`config.mk`:
```
export PLATFORM = sky130hd
export DESIGN_NAME = stcp_packer
export DESIGN_NICKNAME = d
export VERILOG_FILES = /design/src/stcp_pkg.sv /design/src/stcp_packer.sv
export SDC_FILE = /design/constraint.sdc
export NUM_CORES = 1
export LEC_CHECK = 0
export BUFFER_PORTS_ARGS = -buffer_cell sky130_fd_sc_hd__buf_2
export CAP_MARGIN = 20
export CORE_ASPECT_RATIO = 1.75
export CORE_UTILIZATION = 40
export CTS_CLUSTER_SIZE = 14
export DETAILED_ROUTE_END_ITERATION = 16
export GPL_ROUTABILITY_DRIVEN = 0
export GPL_TIMING_DRIVEN = 1
export PLACE_DENSITY_LB_ADDON = 0.2
export SETUP_SLACK_MARGIN = 0.2
export SYNTH_ARGS = -nofsm -noshare
export SYNTH_HDL_FRONTEND = slang
export SYNTH_SLANG_ARGS = --single-unit
```
`constraint.sdc`:
```
create_clock -name core_clk -period 5 [get_ports core_clk]
set_input_delay 1 -clock core_clk [delete_from_list [all_inputs] [get_ports core_clk]]
set_output_delay 1 -clock core_clk [all_outputs]
set_load 0.05 [all_outputs]
```
`src/stcp_pkg.sv`:
```
// stcp_pkg: constants, encodings and timing for the serial to network packer.
// assumes a 100 MHz core clock and byte-wide serial data from logic on that clock.
package stcp_pkg;

	// ----------------------------------------------------------------------
	// timing
	// ----------------------------------------------------------------------
	localparam int          CLK_PERIOD_NS  = 10;       // core clock period, ns
	localparam int          TICK_MS        = 1;        // time base tick, ms
	localparam int          MS_CYCLES      = TICK_MS * 1000000 / CLK_PERIOD_NS;
	localparam logic [15:0] MS_PER_MIN     = 16'hEA60; // 60000 ms in a minute
	localparam logic [15:0] KA_PERIOD_MS   = 16'h03E8; // probe after 1000 ms quiet
	localparam logic [15:0] KA_WAIT_MS     = 16'h01F4; // reply allowed 500 ms

	// ----------------------------------------------------------------------
	// sizes and reset values
	// ----------------------------------------------------------------------
	localparam logic [10:0] BUF_BYTES      = 11'h400;  // serial buffer, 1K bytes
	localparam logic [15:0] DEF_DEST_PORT  = 16'h0FA1; // port 4001
	localparam logic [7:0]  DEF_END_CHAR   = 8'h04;    // end character default
	localparam logic [15:0] DEF_CONNECT_MS = 16'h05DC; // 1500 ms
	localparam logic [6:0]  DEF_LINK_MIN   = 7'h07;    // 7 minutes
	localparam int          FIFO_DEPTH     = 16;       // frame fifo words
	localparam int          FIFO_WIDTH     = 9;        // {last, byte}

	// ----------------------------------------------------------------------
	// ascii codes
	// ----------------------------------------------------------------------
	localparam logic [7:0]  CH_CONNECT     = 8'h43;    // 'C'
	localparam logic [7:0]  CH_FAIL        = 8'h4E;    // 'N'
	localparam logic [7:0]  CH_DROP        = 8'h44;    // 'D'
	localparam logic [7:0]  CH_LF          = 8'h0A;
	localparam logic [7:0]  CH_CR          = 8'h0D;

	// ----------------------------------------------------------------------
	// encodings
	// ----------------------------------------------------------------------
	typedef enum logic [1:0] {
		STCP_CONN_ANY     = 2'h0, // first serial byte
		STCP_CONN_MANUAL  = 2'h1, // typed command
		STCP_CONN_STARTUP = 2'h2, // at power-on and again whenever idle
		STCP_CONN_DSR     = 2'h3  // dsr on
	} stcp_conn_mode_t;

	typedef enum logic [1:0] {
		STCP_TAIL_NONE = 2'h0,
		STCP_TAIL_ONE  = 2'h1,
		STCP_TAIL_TWO  = 2'h2
	} stcp_tail_t;

	typedef enum logic [2:0] {
		STCP_ST_IDLE = 3'b001,
		STCP_ST_WAIT = 3'b010,
		STCP_ST_OPEN = 3'b100
	} stcp_state_t;

endpackage

```
`src/stcp_packer.sv`:
```
// stcp_packer: serial byte framing and outbound connection control, with its frame fifo.
// assumes the uart and network stack sit on core_clk; only the dsr pin is asynchronous.
`timescale 1ns/1ps

// ----------------------------------------------------------------------------
// frame fifo
// ----------------------------------------------------------------------------
module stcp_fifo #(
	parameter int W     = 9,
	parameter int DEPTH = 16
) (
	// clock and reset
	input  wire logic               core_clk,
	input  wire logic               srst,
	// fill side
	input  wire logic               in_valid,
	output logic                    in_ready,
	input  wire logic [W-1:0]       in_data,
	output logic [$clog2(DEPTH):0]  level,
	// drain side, registered
	output logic                    out_valid,
	input  wire logic               out_ready,
	output logic [W-1:0]            out_data
);
	localparam int AW = $clog2(DEPTH);

	logic [W-1:0]  mem [DEPTH];   // storage
	logic [AW-1:0] wr_ptr_r;      // write index
	logic [AW-1:0] rd_ptr_r;      // read index
	logic [AW:0]   cnt_r;         // words held in mem
	logic          ov_r;          // output stage valid
	logic [W-1:0]  od_r;          // output stage data

	// handshakes
	wire push = in_valid && in_ready;
	wire load = (cnt_r != '0) && (!ov_r || out_ready);

	assign in_ready  = (cnt_r != (AW+1)'(DEPTH));
	assign level     = cnt_r;
	assign out_valid = ov_r;
	assign out_data  = od_r;

	// storage write
	always_ff @(posedge core_clk) begin
		if (push) begin
			mem[wr_ptr_r] <= in_data;
		end
	end

	// pointers, count and output stage
	always_ff @(posedge core_clk) begin
		if (srst) begin
			wr_ptr_r <= '0;
			rd_ptr_r <= '0;
			cnt_r    <= '0;
			ov_r     <= 1'b0;
			od_r     <= '0;
		end else begin
			if (push) begin
				wr_ptr_r <= wr_ptr_r + 1'b1;
			end
			if (load) begin
				rd_ptr_r <= rd_ptr_r + 1'b1;
				od_r     <= mem[rd_ptr_r];
			end
			cnt_r <= cnt_r + (AW+1)'(push) - (AW+1)'(load);
			if (load) begin
				ov_r <= 1'b1;
			end else if (out_ready) begin
				ov_r <= 1'b0;
			end
		end
	end
endmodule

// ----------------------------------------------------------------------------
// packer top
// ----------------------------------------------------------------------------
module stcp_packer
	import stcp_pkg::*;
#(
	parameter int MS_DIV = MS_CYCLES  // cycles per 1 ms tick
) (
	// clock and reset
	input  wire logic        core_clk,
	input  wire logic        srst,
	// serial bytes from host
	input  wire logic        rx_valid,
	input  wire logic [7:0]  rx_data,
	output logic             rx_ready,
	input  wire logic        host_tx_activity,
	input  wire logic        dsr_pin,
	// status echo to host
	output logic             echo_valid,
	output logic [7:0]       echo_data,
	// manual command text to stack
	output logic             cmd_byte_valid,
	output logic [7:0]       cmd_byte_data,
	// framing configuration
	input  wire logic [10:0] cfg_pkt_len,
	input  wire logic [7:0]  cfg_delim1,
	input  wire logic [7:0]  cfg_delim2,
	input  wire logic        cfg_match_two,
	input  wire logic [1:0]  cfg_delim_tail,
	input  wire logic [15:0] cfg_flush_ms,
	// connection configuration
	input  wire logic [1:0]  cfg_conn_mode,
	input  wire logic        cfg_echo_enable,
	input  wire logic [15:0] cfg_connect_ms,
	input  wire logic        dsr_drop_disconnect,
	input  wire logic        end_char_close_enable,
	input  wire logic [7:0]  end_char_value,
	input  wire logic [15:0] cfg_serial_idle_ms,
	input  wire logic [6:0]  link_idle_minutes,
	input  wire logic [15:0] cfg_dest_port,
	// network stack control
	output logic             conn_open,
	output logic             conn_close,
	output logic [15:0]      conn_port,
	output logic             ka_probe,
	input  wire logic        net_up,
	input  wire logic        net_fail,
	input  wire logic        net_down,
	input  wire logic        net_activity,
	// frames to network
	output logic             net_valid,
	input  wire logic        net_ready,
	output logic [7:0]       net_data,
	output logic             net_last
);
	// ------------------------------------------------------------------
	// declarations
	// ------------------------------------------------------------------
	localparam int DW = $clog2(MS_DIV + 1);

	logic [DW-1:0]  div_r;         // tick divider
	logic           tick_r;        // 1 ms pulse
	logic [1:0]     dsr_sync_r;    // dsr synchroniser
	logic           pend_v_r;      // a byte is held back
	logic [7:0]     pend_d_r;      // held byte
	logic           pend_final_r;  // held byte closes frame
	logic [10:0]    cnt_r;         // bytes in current frame
	logic           prev_d1_r;     // last byte was first marker
	logic [1:0]     tail_r;        // tail bytes still due
	logic [15:0]    flush_ms_r;    // ms since last byte
	logic           rdy_r;         // registered rx_ready
	logic           cmd_act_r;     // inside a connect command
	stcp_state_t    st_r;          // connection state
	logic [15:0]    conn_ms_r;     // ms in connect attempt
	logic [15:0]    sidle_ms_r;    // ms without serial traffic
	logic [15:0]    ka_ms_r;       // ms without network traffic
	logic           ka_wait_r;     // probe outstanding
	logic [15:0]    min_ms_r;      // ms within current minute
	logic [6:0]     nidle_min_r;   // minutes without network traffic
	logic           open_r;
	logic           close_r;
	logic [15:0]    port_r;
	logic           probe_r;
	logic           echo_v_r;
	logic [7:0]     echo_d_r;
	logic           cmd_v_r;
	logic [7:0]     cmd_d_r;
	logic [4:0]     fifo_level;
	logic           fifo_in_ready;
	logic [8:0]     fifo_out;

	// ------------------------------------------------------------------
	// decode
	// ------------------------------------------------------------------
	wire dsr_on    = dsr_sync_r[1];
	wire st_idle   = (st_r == STCP_ST_IDLE);
	wire st_wait   = (st_r == STCP_ST_WAIT);
	wire st_open   = (st_r == STCP_ST_OPEN);
	wire rx_fire   = rx_valid && rdy_r;
	wire manual    = (cfg_conn_mode == STCP_CONN_MANUAL);
	wire cmd_take  = rx_fire && manual && st_idle && (cmd_act_r || rx_data == CH_CONNECT);
	wire cmd_done  = cmd_take && cmd_act_r && (rx_data == CH_LF);
	wire data_fire = rx_fire && !cmd_take;
	wire d1_en     = (cfg_delim1 != 8'h00);
	wire d2_en     = (cfg_delim2 != 8'h00);
	wire delim_on  = d1_en || d2_en;
	wire pair_mode = cfg_match_two && d1_en && d2_en;
	wire hit_pair  = prev_d1_r && (rx_data == cfg_delim2);
	wire hit_one   = (d1_en && rx_data == cfg_delim1) || (d2_en && rx_data == cfg_delim2);
	wire delim_hit = delim_on && (pair_mode ? hit_pair : hit_one);
	wire use_tail  = d1_en && (cfg_delim_tail != STCP_TAIL_NONE);
	wire tail_end  = (tail_r == 2'h1);
	wire len_hit   = (cfg_pkt_len != 11'h000) && (cnt_r + 11'h001 == cfg_pkt_len);
	wire buf_hit   = (cnt_r + 11'h001 == BUF_BYTES);
	wire end_now   = !delim_on || (delim_hit && !use_tail) || tail_end || len_hit || buf_hit;
	wire flush_hit = pend_v_r && !pend_final_r && (cfg_flush_ms != 16'h0000)
	               && (flush_ms_r == cfg_flush_ms);
	wire push      = (data_fire && pend_v_r) || (pend_v_r && pend_final_r && fifo_in_ready);
	wire pend_final_nxt = data_fire ? end_now : (push ? 1'b0 : (pend_final_r || flush_hit));
	wire serial_act = rx_fire || host_tx_activity;
	wire net_act   = net_activity || net_up;
	wire go_any    = (cfg_conn_mode == STCP_CONN_ANY) && rx_fire;
	wire go_start  = (cfg_conn_mode == STCP_CONN_STARTUP);
	wire go_dsr    = (cfg_conn_mode == STCP_CONN_DSR) && dsr_on;
	wire go_manual = manual && cmd_done;
	wire start_req = st_idle && (go_any || go_start || go_dsr || go_manual);
	wire conn_tmo  = st_wait && manual && (conn_ms_r >= cfg_connect_ms);
	wire drop_dsr  = dsr_drop_disconnect && !dsr_on;
	wire drop_end  = end_char_close_enable && rx_fire && (rx_data == end_char_value);
	wire drop_sid  = (cfg_serial_idle_ms != 16'h0000) && (sidle_ms_r >= cfg_serial_idle_ms);
	wire drop_ka   = ka_wait_r && (ka_ms_r >= KA_WAIT_MS);
	wire drop_nid  = (link_idle_minutes != 7'h00) && (nidle_min_r >= link_idle_minutes);
	wire self_drop = st_open && (drop_dsr || drop_end || drop_sid || drop_ka || drop_nid);

	// ------------------------------------------------------------------
	// time base and dsr synchroniser
	// ------------------------------------------------------------------
	// 1 ms tick that every timer counts
	always_ff @(posedge core_clk) begin
		if (srst) begin
			div_r  <= '0;
			tick_r <= 1'b0;
		end else begin
			tick_r <= (div_r == DW'(MS_DIV - 1));
			div_r  <= (div_r == DW'(MS_DIV - 1)) ? '0 : div_r + 1'b1;
		end
	end

	// two flops before anything reads dsr
	always_ff @(posedge core_clk) begin
		if (srst) begin
			dsr_sync_r <= 2'b00;
		end else begin
			dsr_sync_r <= {dsr_sync_r[0], dsr_pin};
		end
	end

	// ------------------------------------------------------------------
	// framing: one byte held back so its last flag can still change
	// ------------------------------------------------------------------
	always_ff @(posedge core_clk) begin
		if (srst) begin
			pend_v_r     <= 1'b0;
			pend_d_r     <= 8'h00;
			pend_final_r <= 1'b0;
			cnt_r        <= 11'h000;
			prev_d1_r    <= 1'b0;
			tail_r       <= 2'h0;
			rdy_r        <= 1'b0;
		end else begin
			pend_final_r <= pend_final_nxt;
			// one spare word covers the push made while rdy_r is stale
			rdy_r <= (fifo_level < 5'(FIFO_DEPTH - 1)) && !pend_final_nxt;
			if (data_fire) begin
				pend_v_r  <= 1'b1;
				pend_d_r  <= rx_data;
				cnt_r     <= end_now ? 11'h000 : cnt_r + 11'h001;
				prev_d1_r <= d1_en && (rx_data == cfg_delim1);
				if (delim_hit && use_tail) begin
					tail_r <= cfg_delim_tail;
				end else if (tail_r != 2'h0) begin
					tail_r <= tail_r - 2'h1;
				end
				if (end_now) begin
					tail_r <= 2'h0;
				end
			end else if (push) begin
				pend_v_r <= 1'b0;
			end
			// a flushed frame is closed, so the next one counts from zero
			if (flush_hit && !data_fire) begin
				cnt_r     <= 11'h000;
				prev_d1_r <= 1'b0;
				tail_r    <= 2'h0;
			end
		end
	end

	// gap counter for the idle flush
	always_ff @(posedge core_clk) begin
		if (srst || data_fire) begin
			flush_ms_r <= 16'h0000;
		end else if (tick_r && flush_ms_r != 16'hFFFF) begin
			flush_ms_r <= flush_ms_r + 16'h0001;
		end
	end

	stcp_fifo #(
		.W     (FIFO_WIDTH),
		.DEPTH (FIFO_DEPTH)
	) u_fifo (
		.core_clk  (core_clk),
		.srst      (srst),
		.in_valid  (push),
		.in_ready  (fifo_in_ready),
		.in_data   ({pend_final_r, pend_d_r}),
		.level     (fifo_level),
		.out_valid (net_valid),
		.out_ready (net_ready),
		.out_data  (fifo_out)
	);

	// ------------------------------------------------------------------
	// connection state machine
	// ------------------------------------------------------------------
	always_ff @(posedge core_clk) begin
		if (srst) begin
			st_r     <= STCP_ST_IDLE;
			open_r   <= 1'b0;
			close_r  <= 1'b0;
			echo_v_r <= 1'b0;
			echo_d_r <= 8'h00;
			port_r   <= DEF_DEST_PORT;
		end else begin
			open_r   <= 1'b0;
			close_r  <= 1'b0;
			echo_v_r <= 1'b0;
			case (st_r)
				STCP_ST_IDLE: begin
					if (start_req) begin
						st_r   <= STCP_ST_WAIT;
						open_r <= 1'b1;
						if (cfg_dest_port != 16'h0000) begin
							port_r <= cfg_dest_port;
						end
					end
				end
				STCP_ST_WAIT: begin
					if (net_up) begin
						st_r     <= STCP_ST_OPEN;
						echo_v_r <= cfg_echo_enable;
						echo_d_r <= CH_CONNECT;
					end else if (net_fail || conn_tmo) begin
						st_r     <= STCP_ST_IDLE;
						close_r  <= conn_tmo;
						echo_v_r <= cfg_echo_enable;
						echo_d_r <= CH_FAIL;
					end
				end
				STCP_ST_OPEN: begin
					if (net_down || self_drop) begin
						st_r     <= STCP_ST_IDLE;
						close_r  <= self_drop;
						echo_v_r <= cfg_echo_enable;
						echo_d_r <= CH_DROP;
					end
				end
				default: begin
					st_r <= STCP_ST_IDLE;
				end
			endcase
		end
	end

	// manual command capture, text passed on without the leading C, CR and LF
	always_ff @(posedge core_clk) begin
		if (srst) begin
			cmd_act_r <= 1'b0;
			cmd_v_r   <= 1'b0;
			cmd_d_r   <= 8'h00;
		end else begin
			cmd_v_r <= cmd_take && cmd_act_r && rx_data != CH_LF && rx_data != CH_CR;
			if (cmd_take) begin
				cmd_d_r   <= rx_data;
				cmd_act_r <= !cmd_done;
			end else if (!st_idle || !manual) begin
				cmd_act_r <= 1'b0;
			end
		end
	end

	// ------------------------------------------------------------------
	// connection timers
	// ------------------------------------------------------------------
	// connect attempt length and serial idle time
	always_ff @(posedge core_clk) begin
		if (srst || !st_wait) begin
			conn_ms_r <= 16'h0000;
		end else if (tick_r && conn_ms_r != 16'hFFFF) begin
			conn_ms_r <= conn_ms_r + 16'h0001;
		end
		if (srst || !st_open || serial_act) begin
			sidle_ms_r <= 16'h0000;
		end else if (tick_r && sidle_ms_r != 16'hFFFF) begin
			sidle_ms_r <= sidle_ms_r + 16'h0001;
		end
	end

	// keep-alive: probe after a quiet period, expect traffic back
	always_ff @(posedge core_clk) begin
		if (srst || !st_open || net_act) begin
			ka_ms_r   <= 16'h0000;
			ka_wait_r <= 1'b0;
			probe_r   <= 1'b0;
		end else begin
			probe_r <= 1'b0;
			if (!ka_wait_r && ka_ms_r >= KA_PERIOD_MS) begin
				ka_wait_r <= 1'b1;
				probe_r   <= 1'b1;
				ka_ms_r   <= 16'h0000;
			end else if (tick_r) begin
				ka_ms_r <= ka_ms_r + 16'h0001;
			end
		end
	end

	// network idle in whole minutes
	always_ff @(posedge core_clk) begin
		if (srst || !st_open || net_act) begin
			min_ms_r    <= 16'h0000;
			nidle_min_r <= 7'h00;
		end else if (tick_r) begin
			if (min_ms_r == MS_PER_MIN - 16'h0001) begin
				min_ms_r <= 16'h0000;
				if (nidle_min_r != 7'h7F) begin
					nidle_min_r <= nidle_min_r + 7'h01;
				end
			end else begin
				min_ms_r <= min_ms_r + 16'h0001;
			end
		end
	end

	// ------------------------------------------------------------------
	// outputs
	// ------------------------------------------------------------------
	assign rx_ready       = rdy_r;
	assign echo_valid     = echo_v_r;
	assign echo_data      = echo_d_r;
	assign cmd_byte_valid = cmd_v_r;
	assign cmd_byte_data  = cmd_d_r;
	assign conn_open      = open_r;
	assign conn_close     = close_r;
	assign conn_port      = port_r;
	assign ka_probe       = probe_r;
	assign net_data       = fifo_out[7:0];
	assign net_last       = fifo_out[8];
endmodule

```
* Yosys cells after proc, flatten, opt, wreduce, memory -nomap -nowiden
Memories as Yosys holds them, arrays and structs flattened. A register that Yosys moved wholly into a read port is not among the register bits.
Index checks and enable logic that the tools add are counted.
** Cells by class
- Add/sub/neg operators :: 13
- Multipliers :: 0
- Div/mod/pow operators :: 0
- Order comparisons :: 6
- Equality and inequality tests :: 27
- Shift operators :: 0
- Multiplexer cells :: 35
- Bitwise operators :: 1
- Reductions and logical operators :: 112
** Operators with widths (count)
- $add A16 B1 Y16 const B :: 5
- $ne A16 B16 Y1 const B :: 3
- $reduce_bool A16 Y1 :: 3
- $logic_and A1 B1 Y1 :: 46
- $ge A16 B16 Y1 :: 2
- $logic_or A1 B1 Y1 :: 27
- $eq A8 B8 Y1 :: 3
- $mux W8 :: 3
- $mux W1 :: 19
- $add A17 B1 Y17 const B :: 1
- $eq A17 B17 Y1 const B :: 1
- $eq A16 B16 Y1 :: 1
- $eq A16 B16 Y1 const B :: 1
- $ge A16 B10 Y1 const B :: 1
- $ge A16 B9 Y1 const B :: 1
- $mux W16 :: 1
- $ne A8 B4 Y1 const B :: 2
- $pmux W8 S2 :: 1
- $reduce_bool A8 Y1 :: 2
- $logic_not A1 Y1 :: 14
- $mux W3 :: 4
- $reduce_and A3 Y1 :: 4
- $reduce_bool A2 Y1 :: 6
- $add A11 B1 Y11 const B :: 1
- 32 further kinds :: 42
** Storage, ports and cells
- Flip-flop bits (word level) :: 188
- Bits in latches :: 0
- Memory bits (writable) :: 144
- Bits in read-only memories :: 0
- Output and inout bits :: 48
- Word-level logic and storage cells :: 226
- Memories :: 1
** Memory list
- u_fifo.mem :: depth 16, bits a word 9, read ports 1, clocked after memory_dff 1, wr ports 1, line stcp_packer.sv:27 : logic [W-1:0] mem [DEPTH];

* Logic depth before layout (Yosys ltp)
Gate-level depths: netlist of the first run.
- Depth in word-level cells :: 13
- Gate-level depth with buffers :: 17
- Depth with buffers taken out :: 15

* Cells and area by module
From an unflattened synthesis of the first run, not the netlist that was laid out.
** Second synthesis, totals
- Cell total of the unflattened synthesis :: 1511
- Area total of the unflattened synthesis :: 16263.1 µm²
** By module, submodules not included
- stcp_packer :: instances 1, cells an instance 1164, area an instance 9524.1 µm², seq. area each 3423.3 µm²
- stcp_fifo :: instances 1, cells an instance 347, area an instance 6739.0 µm², seq. area each 4784.6 µm²

* Least setup slack after synthesis of the first run
Ideal clock, no wire load.
- Kind :: input to register
- From :: in rx_data[3]
- To :: mem u_fifo.mem[3][0] (enable)
- Setup time :: 0.387 ns
- Arrival time :: 3.310 ns
- Path slack :: 1.303 ns
- Stages on the path :: 7
- Buffers on the path :: 1
- Cells stage by stage :: clkbuf_1 nor2b_1 a41oi_1 o21ai_1 a21oi_1 nand2_1 nor3_1
** On the way
- Word-level cells in the longest chain between the ends :: 10
** RTL lines
- from (decl) :: line stcp_packer.sv:89 : input wire logic [7:0] rx_data,
- $eq A8 B7 Y1 :: line stcp_packer.sv:176 : wire cmd_take = rx_fire && manual && st_idle && (cmd_act_r || rx_data == CH_CONNECT);
- $logic_or A1 B1 Y1 :: line stcp_packer.sv:176
- $logic_and A1 B1 Y1 :: line stcp_packer.sv:176
- $logic_not A1 Y1 :: line stcp_packer.sv:178 : wire data_fire = rx_fire && !cmd_take;
- $logic_and A1 B1 Y1 :: line stcp_packer.sv:178
- $logic_and A1 B1 Y1 :: line stcp_packer.sv:193 : wire push = (data_fire && pend_v_r) || (pend_v_r && pend_final_r && fifo_in_ready);
- $logic_or A1 B1 Y1 :: line stcp_packer.sv:193
- $logic_and A1 B1 Y1 :: line stcp_packer.sv:35 : wire push = in_valid && in_ready;
- via u_fifo.push :: line stcp_packer.sv:35
- $mux W1 :: line stcp_packer.sv:45 : if (push) begin
- $mux W1 (implied by the code) :: line stcp_packer.sv:46 : mem[wr_ptr_r] <= in_data;
- to (decl) :: line stcp_packer.sv:27
The timed path passes the listed nets, and every way through them passes these cells.

* Final worst setup path of the first run
- From :: in cfg_serial_idle_ms[9]
- To :: reg echo_d_r[1] (netlist: echo_data[1])
** On the way
- Word-level cells in the longest chain between the ends :: 9
** RTL lines
- from (decl) :: line stcp_packer.sv:113 : input wire logic [15:0] cfg_serial_idle_ms,
- $ge A16 B16 Y1 / $reduce_bool A16 Y1 (equally long branches) :: line stcp_packer.sv:205 : wire drop_sid = (cfg_serial_idle_ms != 16'h0000) && (sidle_ms_r >= cfg_serial_idle_ms);
- $logic_and A1 B1 Y1 (*) :: line stcp_packer.sv:205
- $logic_or A1 B1 Y1 (*) (3 in a row) :: line stcp_packer.sv:208 : wire self_drop = st_open && (drop_dsr || drop_end || drop_sid || drop_ka || drop_nid);
- $logic_and A1 B1 Y1 (*) :: line stcp_packer.sv:208
- $logic_or A1 B1 Y1 (*) :: line stcp_packer.sv:336 : if (net_down || self_drop) begin
- $ne A2 B1 Y1 (no source line) (*)
- $reduce_and A3 Y1 (no source line) (*)
- to (signal assigned) :: line stcp_packer.sv:327 : echo_d_r <= CH_CONNECT;
- to (signal assigned) :: line stcp_packer.sv:332 : echo_d_r <= CH_FAIL;
- to (signal assigned) :: line stcp_packer.sv:340 : echo_d_r <= CH_DROP;
- to (decl) :: line stcp_packer.sv:160 : logic [7:0] echo_d_r;
Mark *: on every way between the ends. The rest lies on a longest branch, timed or not.
A chain may end at the register's enable or synchronous reset.

==> results of run 1 <==
==> flip-flops by register name, indices dropped and copies added (netlist names), 2 cells and up <==
register	cells
flush_ms_r	16
cnt_r	11
echo_data	5
pend_d_r	8
cmd_byte_data	8
u_fifo.rd_ptr_r	4
conn_ms_r	16
u_fifo.mem	144
nidle_min_r	7
tail_r	2
min_ms_r	16
dsr_sync_r	2
div_r	17
ka_ms_r	16
st_r	3
conn_port	16
u_fifo.level	5
sidle_ms_r	16
u_fifo.wr_ptr_r	4
u_fifo.out_data	9
==> logic make-up after synthesis <==
family | Yosys count | share of synthesized area
AND/OR/NAND/NOR | 604 | 0.188
adder cells (fa/ha/maj) | 64 | 0.0503
AO/OA/AOI/OAI | 123 | 0.0484
buffers and inverters | 132 | 0.0325
XOR/XNOR | 151 | 0.0824
flip-flops | 338 | 0.511
other | 1 | 0.000234
multiplexers | 83 | 0.0868
==> cell usage after synthesis (3+ instances only) <==
cell / instances / area share
nor2_1: 197 / 0.046
dfxtp_1: 194 / 0.24
edfxtp_1: 144 / 0.27
nand2_1: 108 / 0.025
xor2_1: 80 / 0.044
xnor2_1: 71 / 0.039
inv_1: 67 / 0.016
nand3_1: 67 / 0.021
ha_1: 63 / 0.049
nand4_1: 56 / 0.022
a21oi_1: 49 / 0.015
clkbuf_1: 49 / 0.011
mux4_2: 45 / 0.063
mux2i_1: 38 / 0.024
and3_1: 29 / 0.011
nor3_1: 27 / 0.0084
nor4_1: 21 / 0.0082
nand2b_1: 17 / 0.0066
o21ai_0: 17 / 0.0053
nor2b_1: 16 / 0.0062
or3_1: 12 / 0.0047
and2_1: 10 / 0.0039
and4_1: 9 / 0.0049
buf_1: 8 / 0.0019
or4_1: 7 / 0.0033
o31ai_1: 6 / 0.0028
a211oi_1: 5 / 0.0023
nor3b_1: 5 / 0.0023
o21ai_1: 5 / 0.0016
a21o_1: 4 / 0.0019
buf_4: 4 / 0.0019
a31oi_1: 3 / 0.0012
buf_2: 3 / 0.00093
o211ai_1: 3 / 0.0014
o21a_1: 3 / 0.0014
o22ai_1: 3 / 0.0012
or2_2: 3 / 0.0012
==> area by class of cell <==
type / count / share of cell area
sequential: 338 / 0.444
timing repair buffer: 192 / 0.0542
inverter: 67 / 0.0136
tap: 490 / 0.0332
clock buffer: 47 / 0.0497
multi-input combinational: 1028 / 0.397
clock inverter: 11 / 0.00745
==> placed cells by master, fill, tap and decap left out, drive strengths merged, types with 5 or more instances in the layout <==
cell      n
a211oi    5
a21oi    49
and2     10
and3     29
and4      9
buf     192
clkbuf   47
dfxtp   194
edfxtp  144
ha       63
inv      71
mux2i    38
mux4     45
nand2   109
nand2b   17
nand3    67
nand4    56
nor2    199
nor2b    16
nor3     29
nor3b     5
nor4     22
o21ai    22
o31ai     6
or3      12
or4       9
xnor2    71
xor2     80
==> power by group through the flow <==
| stage | clock, µW | sequential [µW] | combinational, µW |
|---|---|---|---|
| 2_1_floorplan | 0 | 3280 | 879 |
| 3_3_place_gp | 0 | 3200 | 1340 |
| 3_5_place_dp | 0 | 3200 | 1360 |
| 4_1_cts | 2520 | 3140 | 1360 |
| 5_1_grt | 2620 | 3160 | 1470 |
| 6_report | 2450 | 3140 | 1340 |
==> layer usage <==
layer / wire length [µm] / track usage / share of wire
met1: 14500 / 0.196 / 0.38
met2: 21200 / 0.369 / 0.56
met3: 1210 / 0.0247 / 0.032
met4: 1270 / 0.0773 / 0.033
met5: 0 / 0 / 0
==> path summary, 6_finish.rpt <==
check	end	slack (ns)	startpoint	cells after the start
worst max-delay path	echo_data[1]	1.65	cfg_serial_idle_ms[9]	11
worst min-delay path	dsr_sync_r[1]	0.44	dsr_sync_r[0]	1
worst max register to register	echo_data[1]	1.80	sidle_ms_r[0]	10
worst min register to register	dsr_sync_r[1]	0.44	dsr_sync_r[0]	1
==> per-stage QoR <==
| stage | std cells | instance area (µm²) | power, µW | hold slack (ns) |
|---|---|---|---|---|
| floorplan | 1498 | 16100 | 4150 | 0.414 |
| global placement | 2115 | 17400 | 4540 | 0.417 |
| detailed placement | 2115 | 17400 | 4560 | 0.430 |
| CTS | 2173 | 18500 | 7030 | 0.445 |
| global route | 2173 | 18500 | 7250 | 0.463 |
| finish | 2173 | 18500 | 6920 | 0.441 |
==> worst max-delay path, cell delays in order <==
cell      delay [ns]
buf_2           0.09
inv_1           0.04
ha_1            0.28
and4_1          0.22
o31ai_1         0.07
or4_1           0.41
a31oi_1         0.44
o41ai_1         0.15
a221oi_1        0.78
nor2_1          0.09
a311oi_1        0.27
==> results_dict.tcl, run 1 <==
set metrics [dict create \
    grt_overflow 0 \
    max_slew.worst_pin.slew_ns 0.896 \
    worstSetupStartpointType "input pin" \
    die-width_um 153 \
    p_int_uw 5000 \
    core-area_um2 39400 \
    fmax_ghz 0.298 \
    nets 1854 \
    hold_violations 0 \
    routedWlPerCell_um 17.6 \
    setup_viol 0 \
    slew_headroom 0.400 \
    seqCellArea_um2 8210 \
    path_class "in2reg" \
    layout_setup_ws_ns 1.65 \
    post-dp-hpwl_mm 28.6 \
    die_h_um 267 \
    synthesis.area_um2 16100 \
    root_buffer "clkbuf_16" \
    hold_buffers 0 \
    slew_viol_final 0 \
    status "finished clean" \
    first_iter_violations 436 \
    clkTransAtPathRegs_ns 0.07 \
    multiInputGateArea_um2 7340 \
    drt_wl_total_mm 38.1 \
    drive_above_1_share 0.179 \
    fillCellCount 3708 \
    ys_types 74 \
    rsz0062_at_grt "false" \
    clkPwrFrac 0.354 \
    clockBufferDepth 3 \
    tns_ns 0 \
    detail-route-antenna-nets 0 \
    cp-end-kind "register" \
    route.detailed.drc 0 \
    dp_slack_ns 1.01 \
    async_reset_ff_frac 0 \
    synth_edf_count 144 \
    pwr-share-comb 0.193 \
    min_path_type "reg2reg" \
    required_ns 5.48 \
    grt_pass1_wl_mm 60.3 \
    vias_per_cell 5.24 \
    htreeDepth 1 \
    numCtsBuffers 31 \
    p_sw_uw 1930 \
    finalCritPeriodShare 0.671 \
    clk_latency_ns 0.58 \
    post_cts_resized 0 \
    cp_max_fo 8 \
    synth-seq-cells 338 \
    power.density_nw_per_um2 375 \
    cts.sinks 338 \
    max_cap_violations 0 \
    fin_skew_ns 0.0184 \
    seqPwrFrac 0.453 \
    synthCells 1496 \
    antenna_found_initial 0 \
    syn_avg_cell_area_um2 10.7 \
    cts_tree "done" \
    switching_share 0.278 \
    grt_pass1_vias 11600 \
    rows 96 \
    ir_drop_v 0.000246 \
    io_pins 180 \
    period_minus_slack_ns 3.35 \
    grt_max_degree 46 \
    area_delta_synth_final_pct 15.0 \
    yosysWarnings 0 \
    leakagePower_uw 0.00691 \
    vias 11400 \
    first_pass_iters 4 \
    cp.arrival_ns 3.84 \
    utilization 0.469 \
    cts_setup_buffers 0 \
    ys_seq_area_frac 0.511 \
    diodes 0 \
    initial_utilization 0.408 \
    track_usage 0.187 \
    dieArea_um2 41000 \
    synthFlopType "dfxtp_1" \
    port_buffers 176 \
]
Note: power is estimated with default switching activity, not from simulation.
==> run 2: changes to the inputs <==
Settings changed: ABC_AREA set to 1.
Clock period 5 ns to 2.9 ns, I/O delays scaled along.
==> results_dict.tcl, run 2 <==
set metrics [dict create \
    period_minus_slack_ns 2.54 \
    drive_above_1_share 0.151 \
    synth_top_area_frac 0.260 \
    synth_compound_gate_area_share 0.130 \
    clk_latency_ns 0.52 \
    grt_pass1_vias 13900 \
    htreeDepth 2 \
    top_layer "met5" \
    tns_ns 0 \
    synth_largest_area_cell "edfxtp_1" \
    die_h_um 272 \
    grt_overflow 0 \
    clkPwrFrac 0.347 \
    diodes 0 \
    synthMuxAreaShare 0 \
    nets 2388 \
    cp_max_fo 4 \
    rows 98 \
    cts.sinks 338 \
    port_buffers 176 \
    post-dp-hpwl_mm 34.1 \
    p_int_uw 8470 \
    setup_viol 0 \
    synth_edf_count 144 \
    drt_wl_total_mm 44.8 \
    routedWlPerCell_um 16.2 \
    final_common_cell "nand2_1" \
    dieArea_um2 42400 \
    yosysWarnings 0 \
    top_register "u_fifo.mem" \
    seqPwrFrac 0.439 \
    leakagePower_uw 0.00761 \
    async_reset_ff_frac 0 \
    first_pass_iters 5 \
    layout_setup_ws_ns 0.365 \
    required_ns 3.30 \
    grt_pass1_wl_mm 70.2 \
    first_iter_violations 753 \
    slew_viol_final 0 \
    power.density_nw_per_um2 639 \
    synthesis.area_um2 16600 \
    detail-route-antenna-nets 0 \
    syn_avg_cell_area_um2 8.34 \
    biggestRegsByFlops "u_fifo.mem: 144 flops, div_r: 17 flops" \
    hold_violations 0 \
    root_buffer "clkbuf_16" \
    finalPower_uw 12400 \
    layout_common_cells "306 x nand2_1, 252 x inv_1, 246 x nor2_1" \
    dp_slack_ns 0.0859 \
    cp.arrival_ns 2.94 \
    vias 14100 \
    status "finished clean" \
    min_path_type "in2reg" \
    max_cap_violations 0 \
    wl_met2_mm 24.3 \
    track_usage 0.211 \
    slew_headroom 0.446 \
    fmax_ghz 0.394 \
    fillCellCount 4098 \
    ys_seq_area_frac 0.494 \
    worst_path_most_repeated_cell "inv_1" \
    largest_reg_flops 144 \
    ys_types 57 \
    synth_xor_area_frac 0.0184 \
    clockBufferDepth 3 \
    synth_commonest_cells "307 x nand2_1, 252 x inv_1, 246 x nor2_1" \
    antenna_found_initial 1 \
    synthCells 1994 \
    critical_path.top_delay_family "adder cells" \
    finalCritPeriodShare 0.874 \
    ir_drop_v 0.000464 \
    multiInputGateArea_um2 7120 \
    seqCellArea_um2 8210 \
    switching_share 0.314 \
    synth-seq-cells 338 \
    cp-startpoint "u_fifo.level[2]" \
    min-delay-start "dsr_pin" \
    fin_skew_ns 0.00898 \
    worstSetupStartpointType "register" \
    max_slew.worst_pin.slew_ns 0.830 \
    crit_chain "inv_1 -> ha_1 -> nand4_1 -> nand2_2 -> inv_1 -> ha_1 -> inv_1 -> ha_1 -> inv_1 -> fa_1 -> nor3_1 -> a211oi_2 -> o21ai_1 -> a21oi_1" \
    p_sw_uw 3880 \
    initial_utilization 0.406 \
    io_pins 180 \
    worst_path_max_delay_cell "fa_1" \
    cpPeakStageDelay_ns 0.40 \
    vias_per_cell 5.10 \
    synth_adder_area_share 0.0486 \
    cp-end-kind "register" \
    grt_max_degree 75 \
    clkTransAtPathRegs_ns 0.06 \
    synth-simple-area-share 0.229 \
    area_delta_synth_final_pct 16.3 \
    pwr-share-comb 0.215 \
    numCtsBuffers 34 \
    dr_wl_met3_mm 1.73 \
    post-synth-top-count-cell "nand2_1" \
    r2r-start "u_fifo.level[2]" \
    crit_buf_inv 4 \
    path_class "reg2reg" \
    die-width_um 156 \
    wl_met1_mm 16.8 \
    synth_top_family_by_area "simple AND/OR/NAND/NOR gates" \
    rsz0062_at_grt "true" \
    route.detailed.drc 0 \
    synthTopCellsByArea "edfxtp_1 26%, dfxtp_1 23%, nand2_1 6.9%" \
    synthFlopType "dfxtp_1" \
    core-area_um2 41000 \
    cts_tree "done" \
]
[run 2: cell count changes in the layout (fill, tap and decap cells not counted), moves of 53 or more]
cell	delta
nand2_1	+198
inv_1	+183
o21ai_0	+124
a21oi_1	+87
xor2_1	-65
nand3_1	+53
xnor2_1	-53
[run 2: repair_timing]
action,in CTS,in global routing
buffers inserted,0,1
resized for setup,0,5
hold buffers,0,0
setup endpoints to repair,0,2
[run 2: cells by family (layout without fill, tap and decap cells)]
kind of cell | count (synthesis) | in the layout
other | 1 | 3
XOR/XNOR | 34 | 34
buffers and inverters | 332 | 553
flip-flops | 338 | 338
AND/OR/NAND/NOR | 845 | 845
AO/OA/AOI/OAI | 380 | 380
adder cells (fa/ha/maj) | 64 | 64
[run 2: area by class of cell]
type	instances	share of cell area
Clock buffer	45	0.0483
Clock inverter	16	0.00705
Inverter	274	0.0534
Multi-Input combinational cell	1326	0.368
Sequential cell	338	0.424
Tap cell	550	0.0356
Timing Repair Buffer	218	0.0631
[run 2: path summary, 6_finish.rpt]
| path | end | slack, ns | depth (start not counted) |
|---|---|---|---|
| max | u_fifo.level[4] | 0.36 | 14 |
| min | dsr_sync_r[0] | 0.27 | 3 |
| max reg2reg | u_fifo.level[4] | 0.36 | 14 |
| min reg2reg | dsr_sync_r[1] | 0.40 | 2 |
[run 2: worst register-to-register path: cells and delay by family (launching register included)]
kind	cells	cell delay, ns
fa+ha+maj	4	1.00
simple gates	3	0.59
flops	1	0.32
buf+inv	4	0.27
compound gates	3	0.25
[run 2: through the flow]
step	std cells	hold WS, ns	area, µm²	util
6_report	2767	0.267	19300	0.472
5_1_grt	2767	0.279	19300	0.472
3_5_place_dp	2705	0.395	18200	0.445
2_1_floorplan	1996	0.388	16600	-
3_3_place_gp	2705	0.394	18200	0.445
4_1_cts	2766	0.249	19300	0.472
[run 2: per-layer routing]
metal  vias to the layer above  global-route usage
li1                       7148                   -
met2                       276               0.408
met5                         -                   0
met3                        98              0.0330
met4                         2              0.0924
met1                      6587               0.220
[run 2: power groups by stage]
stage / clock network (µW) / registers [µW] / logic (µW)
2_1_floorplan: 0 / 5800 / 1440
3_3_place_gp: 0 / 5520 / 2590
3_5_place_dp: 0 / 5530 / 2640
4_1_cts: 4370 / 5420 / 2650
5_1_grt: 4570 / 5450 / 2930
6_report: 4280 / 5420 / 2650
==> run 3: changes to the inputs <==
Settings changed: SYNTH_HIERARCHICAL set to 1.
Clock period 2.9 ns to 3.3 ns, I/O delays scaled along.
==> results_dict.tcl, run 3 <==
set metrics [dict create \
    clockBufferDepth 3 \
    min_path_type "in2reg" \
    ys_types 62 \
    hold_buffers 0 \
    clkTransAtPathRegs_ns 0.06 \
    diodes 0 \
    critical_path.top_delay_family "adder cells" \
    max_cap_violations 0 \
    synthTopCellsByArea "edfxtp_1 25%, dfxtp_1 22%, nand2_1 11%" \
    worstSetupStartpointType "register" \
    cpPeakStageDelay_ns 0.41 \
    nets 2563 \
    path_class "reg2reg" \
    max_slew.worst_pin.slew_ns 0.962 \
    io_pins 180 \
    fmax_ghz 0.365 \
    first_iter_violations 647 \
    port_buffers 176 \
    core-area_um2 42500 \
    grt_pass1_wl_mm 74.9 \
    route.detailed.drc 0 \
    antenna_found_initial 2 \
    root_buffer "clkbuf_16" \
    grt_max_degree 75 \
    synth_commonest_cells "501 x nand2_1, 342 x inv_1, 209 x nor2_1" \
    final_common_cell "nand2_1" \
    cp_max_fo 7 \
    rows 100 \
    required_ns 3.78 \
    ys_seq_area_frac 0.475 \
    dp_cells 2894 \
    slew_viol_final 0 \
    fin_area_um2 19900 \
    clk_latency_ns 0.54 \
    post_cts_resized 0 \
    top_register "u_fifo/mem" \
    drive_above_1_share 0.136 \
    fin_skew_ns 0.0271 \
    cts_tree "done" \
    leakagePower_uw 0.00861 \
    cp.arrival_ns 3.22 \
    largest_reg_flops 144 \
    finalCritPeriodShare 0.830 \
    synth-seq-cells 338 \
    drt_wl_total_mm 46.7 \
    multiInputGateArea_um2 7330 \
    crit_buf_inv 4 \
    cts_setup_buffers 0 \
    post-synth-top-count-cell "nand2_1" \
    die-width_um 159 \
    worst_path_max_delay_cell "fa_1" \
    dpl-instance-area_um2 18700 \
    layout.cells.non_filler 2952 \
    post-dp-hpwl_mm 35.7 \
    hold_violations 0 \
    synthesis.area_um2 17300 \
    fillCellCount 4283 \
    rsz0062_at_grt "false" \
    die_h_um 277 \
    cp-end-kind "register" \
    grt_overflow 0 \
    area_delta_synth_final_pct 14.9 \
    slew_headroom 0.358 \
    syn_avg_cell_area_um2 7.93 \
    numCtsBuffers 34 \
    power.density_nw_per_um2 567 \
    detail-route-antenna-nets 0 \
    setup_viol 0 \
    routedWlPerCell_um 15.8 \
    tns_ns 0 \
    synthCells 2180 \
    grt_pass1_vias 14900 \
    first_pass_iters 5 \
    synth_largest_area_cell "edfxtp_1" \
    seqCellArea_um2 8210 \
    vias 14700 \
    yosysWarnings 6 \
    initial_utilization 0.406 \
    vias_per_cell 4.99 \
    status "finished clean" \
    layout_common_cells "501 x nand2_1, 342 x inv_1, 209 x nor2_1" \
    synth_edf_count 144 \
    cts.sinks 338 \
    htreeDepth 2 \
    period_minus_slack_ns 2.74 \
    crit_chain "inv_1 -> ha_1 -> nand4_1 -> nand2_2 -> inv_1 -> ha_1 -> inv_1 -> ha_1 -> inv_1 -> fa_1 -> o31ai_1 -> o21ai_0 -> a21oi_1" \
    dieArea_um2 44100 \
    async_reset_ff_frac 0 \
    biggestRegsByFlops "u_fifo/mem: 144 flops, div_r: 17 flops" \
    track_usage 0.213 \
    worst_path_most_repeated_cell "inv_1" \
    ir_drop_v 0.000694 \
    synth_top_area_frac 0.250 \
    synthFlopType "dfxtp_1" \
]
==> run 3: routing by layer <==
layer,vias up,share of wire,global-route usage,wire (µm)
li1,7446,-,-,-
met5,-,0.00024,0,11
met4,2,0.056,0.118,2630
met1,6800,0.37,0.222,17500
met2,346,0.53,0.405,24700
met3,124,0.042,0.0316,1960
==> run 3: per-stage QoR <==
| stage | hold slack [ns] | utilization | setup WS, ns | total power (µW) |
|---|---|---|---|---|
| 2_1_floorplan | 0.388 | - | 0.364 | 6700 |
| 3_3_place_gp | 0.391 | 0.440 | 0.233 | 7310 |
| 3_5_place_dp | 0.401 | 0.440 | 0.235 | 7340 |
| 4_1_cts | 0.349 | 0.467 | 0.610 | 11400 |
| 5_1_grt | 0.364 | 0.467 | 0.341 | 11800 |
| 6_report | 0.366 | 0.467 | 0.563 | 11300 |
==> run 3: cell families (layout without fill, tap and decap cells) <==
logic type	Yosys count	in the layout	share of synthesized area
AOI/OAI and AO/OA	251	251	0.0796
other	1	3	0.000217
adders and majority gates	62	62	0.0453
DFF	338	338	0.475
buffers and inverters	416	625	0.101
xor gates and xnor gates	48	48	0.0243
and+or+nand+nor	1064	1064	0.274
==> run 3: worst paths after layout <==
path                                       from               to  slack [ns]  cells after the start
worst max-delay path            u_fifo/level[3]  u_fifo/level[4]        0.56                     13
worst min register to register    dsr_sync_r[0]    dsr_sync_r[1]        0.41                      2
worst max register to register  u_fifo/level[3]  u_fifo/level[4]        0.56                     13
worst min-delay path                    dsr_pin    dsr_sync_r[0]        0.37                      3
==> run 3: power breakdown <==
part,switching [µW],internal [µW]
sequential,208,4580
clock,1640,2370
combinational,1750,711
total,3600,7660
==> run 3: cell type report <==
cell class,instances,area share
well taps,561,0.0354
flip-flops and latches,338,0.413
clock inverters,15,0.0112
repair buffers,210,0.0572
inverters,357,0.0676
multi-input cells,1428,0.369
clock buffers,43,0.0461
==> run 3: worst reg2reg max path, stage by stage (launching register included) <==
cell,delay [ns]
dfxtp_1,0.34
inv_1,0.09
ha_1,0.18
nand4_1,0.22
nand2_2,0.22
inv_1,0.11
ha_1,0.28
inv_1,0.06
ha_1,0.16
inv_1,0.06
fa_1,0.41
o31ai_1,0.31
o21ai_0,0.12
a21oi_1,0.12
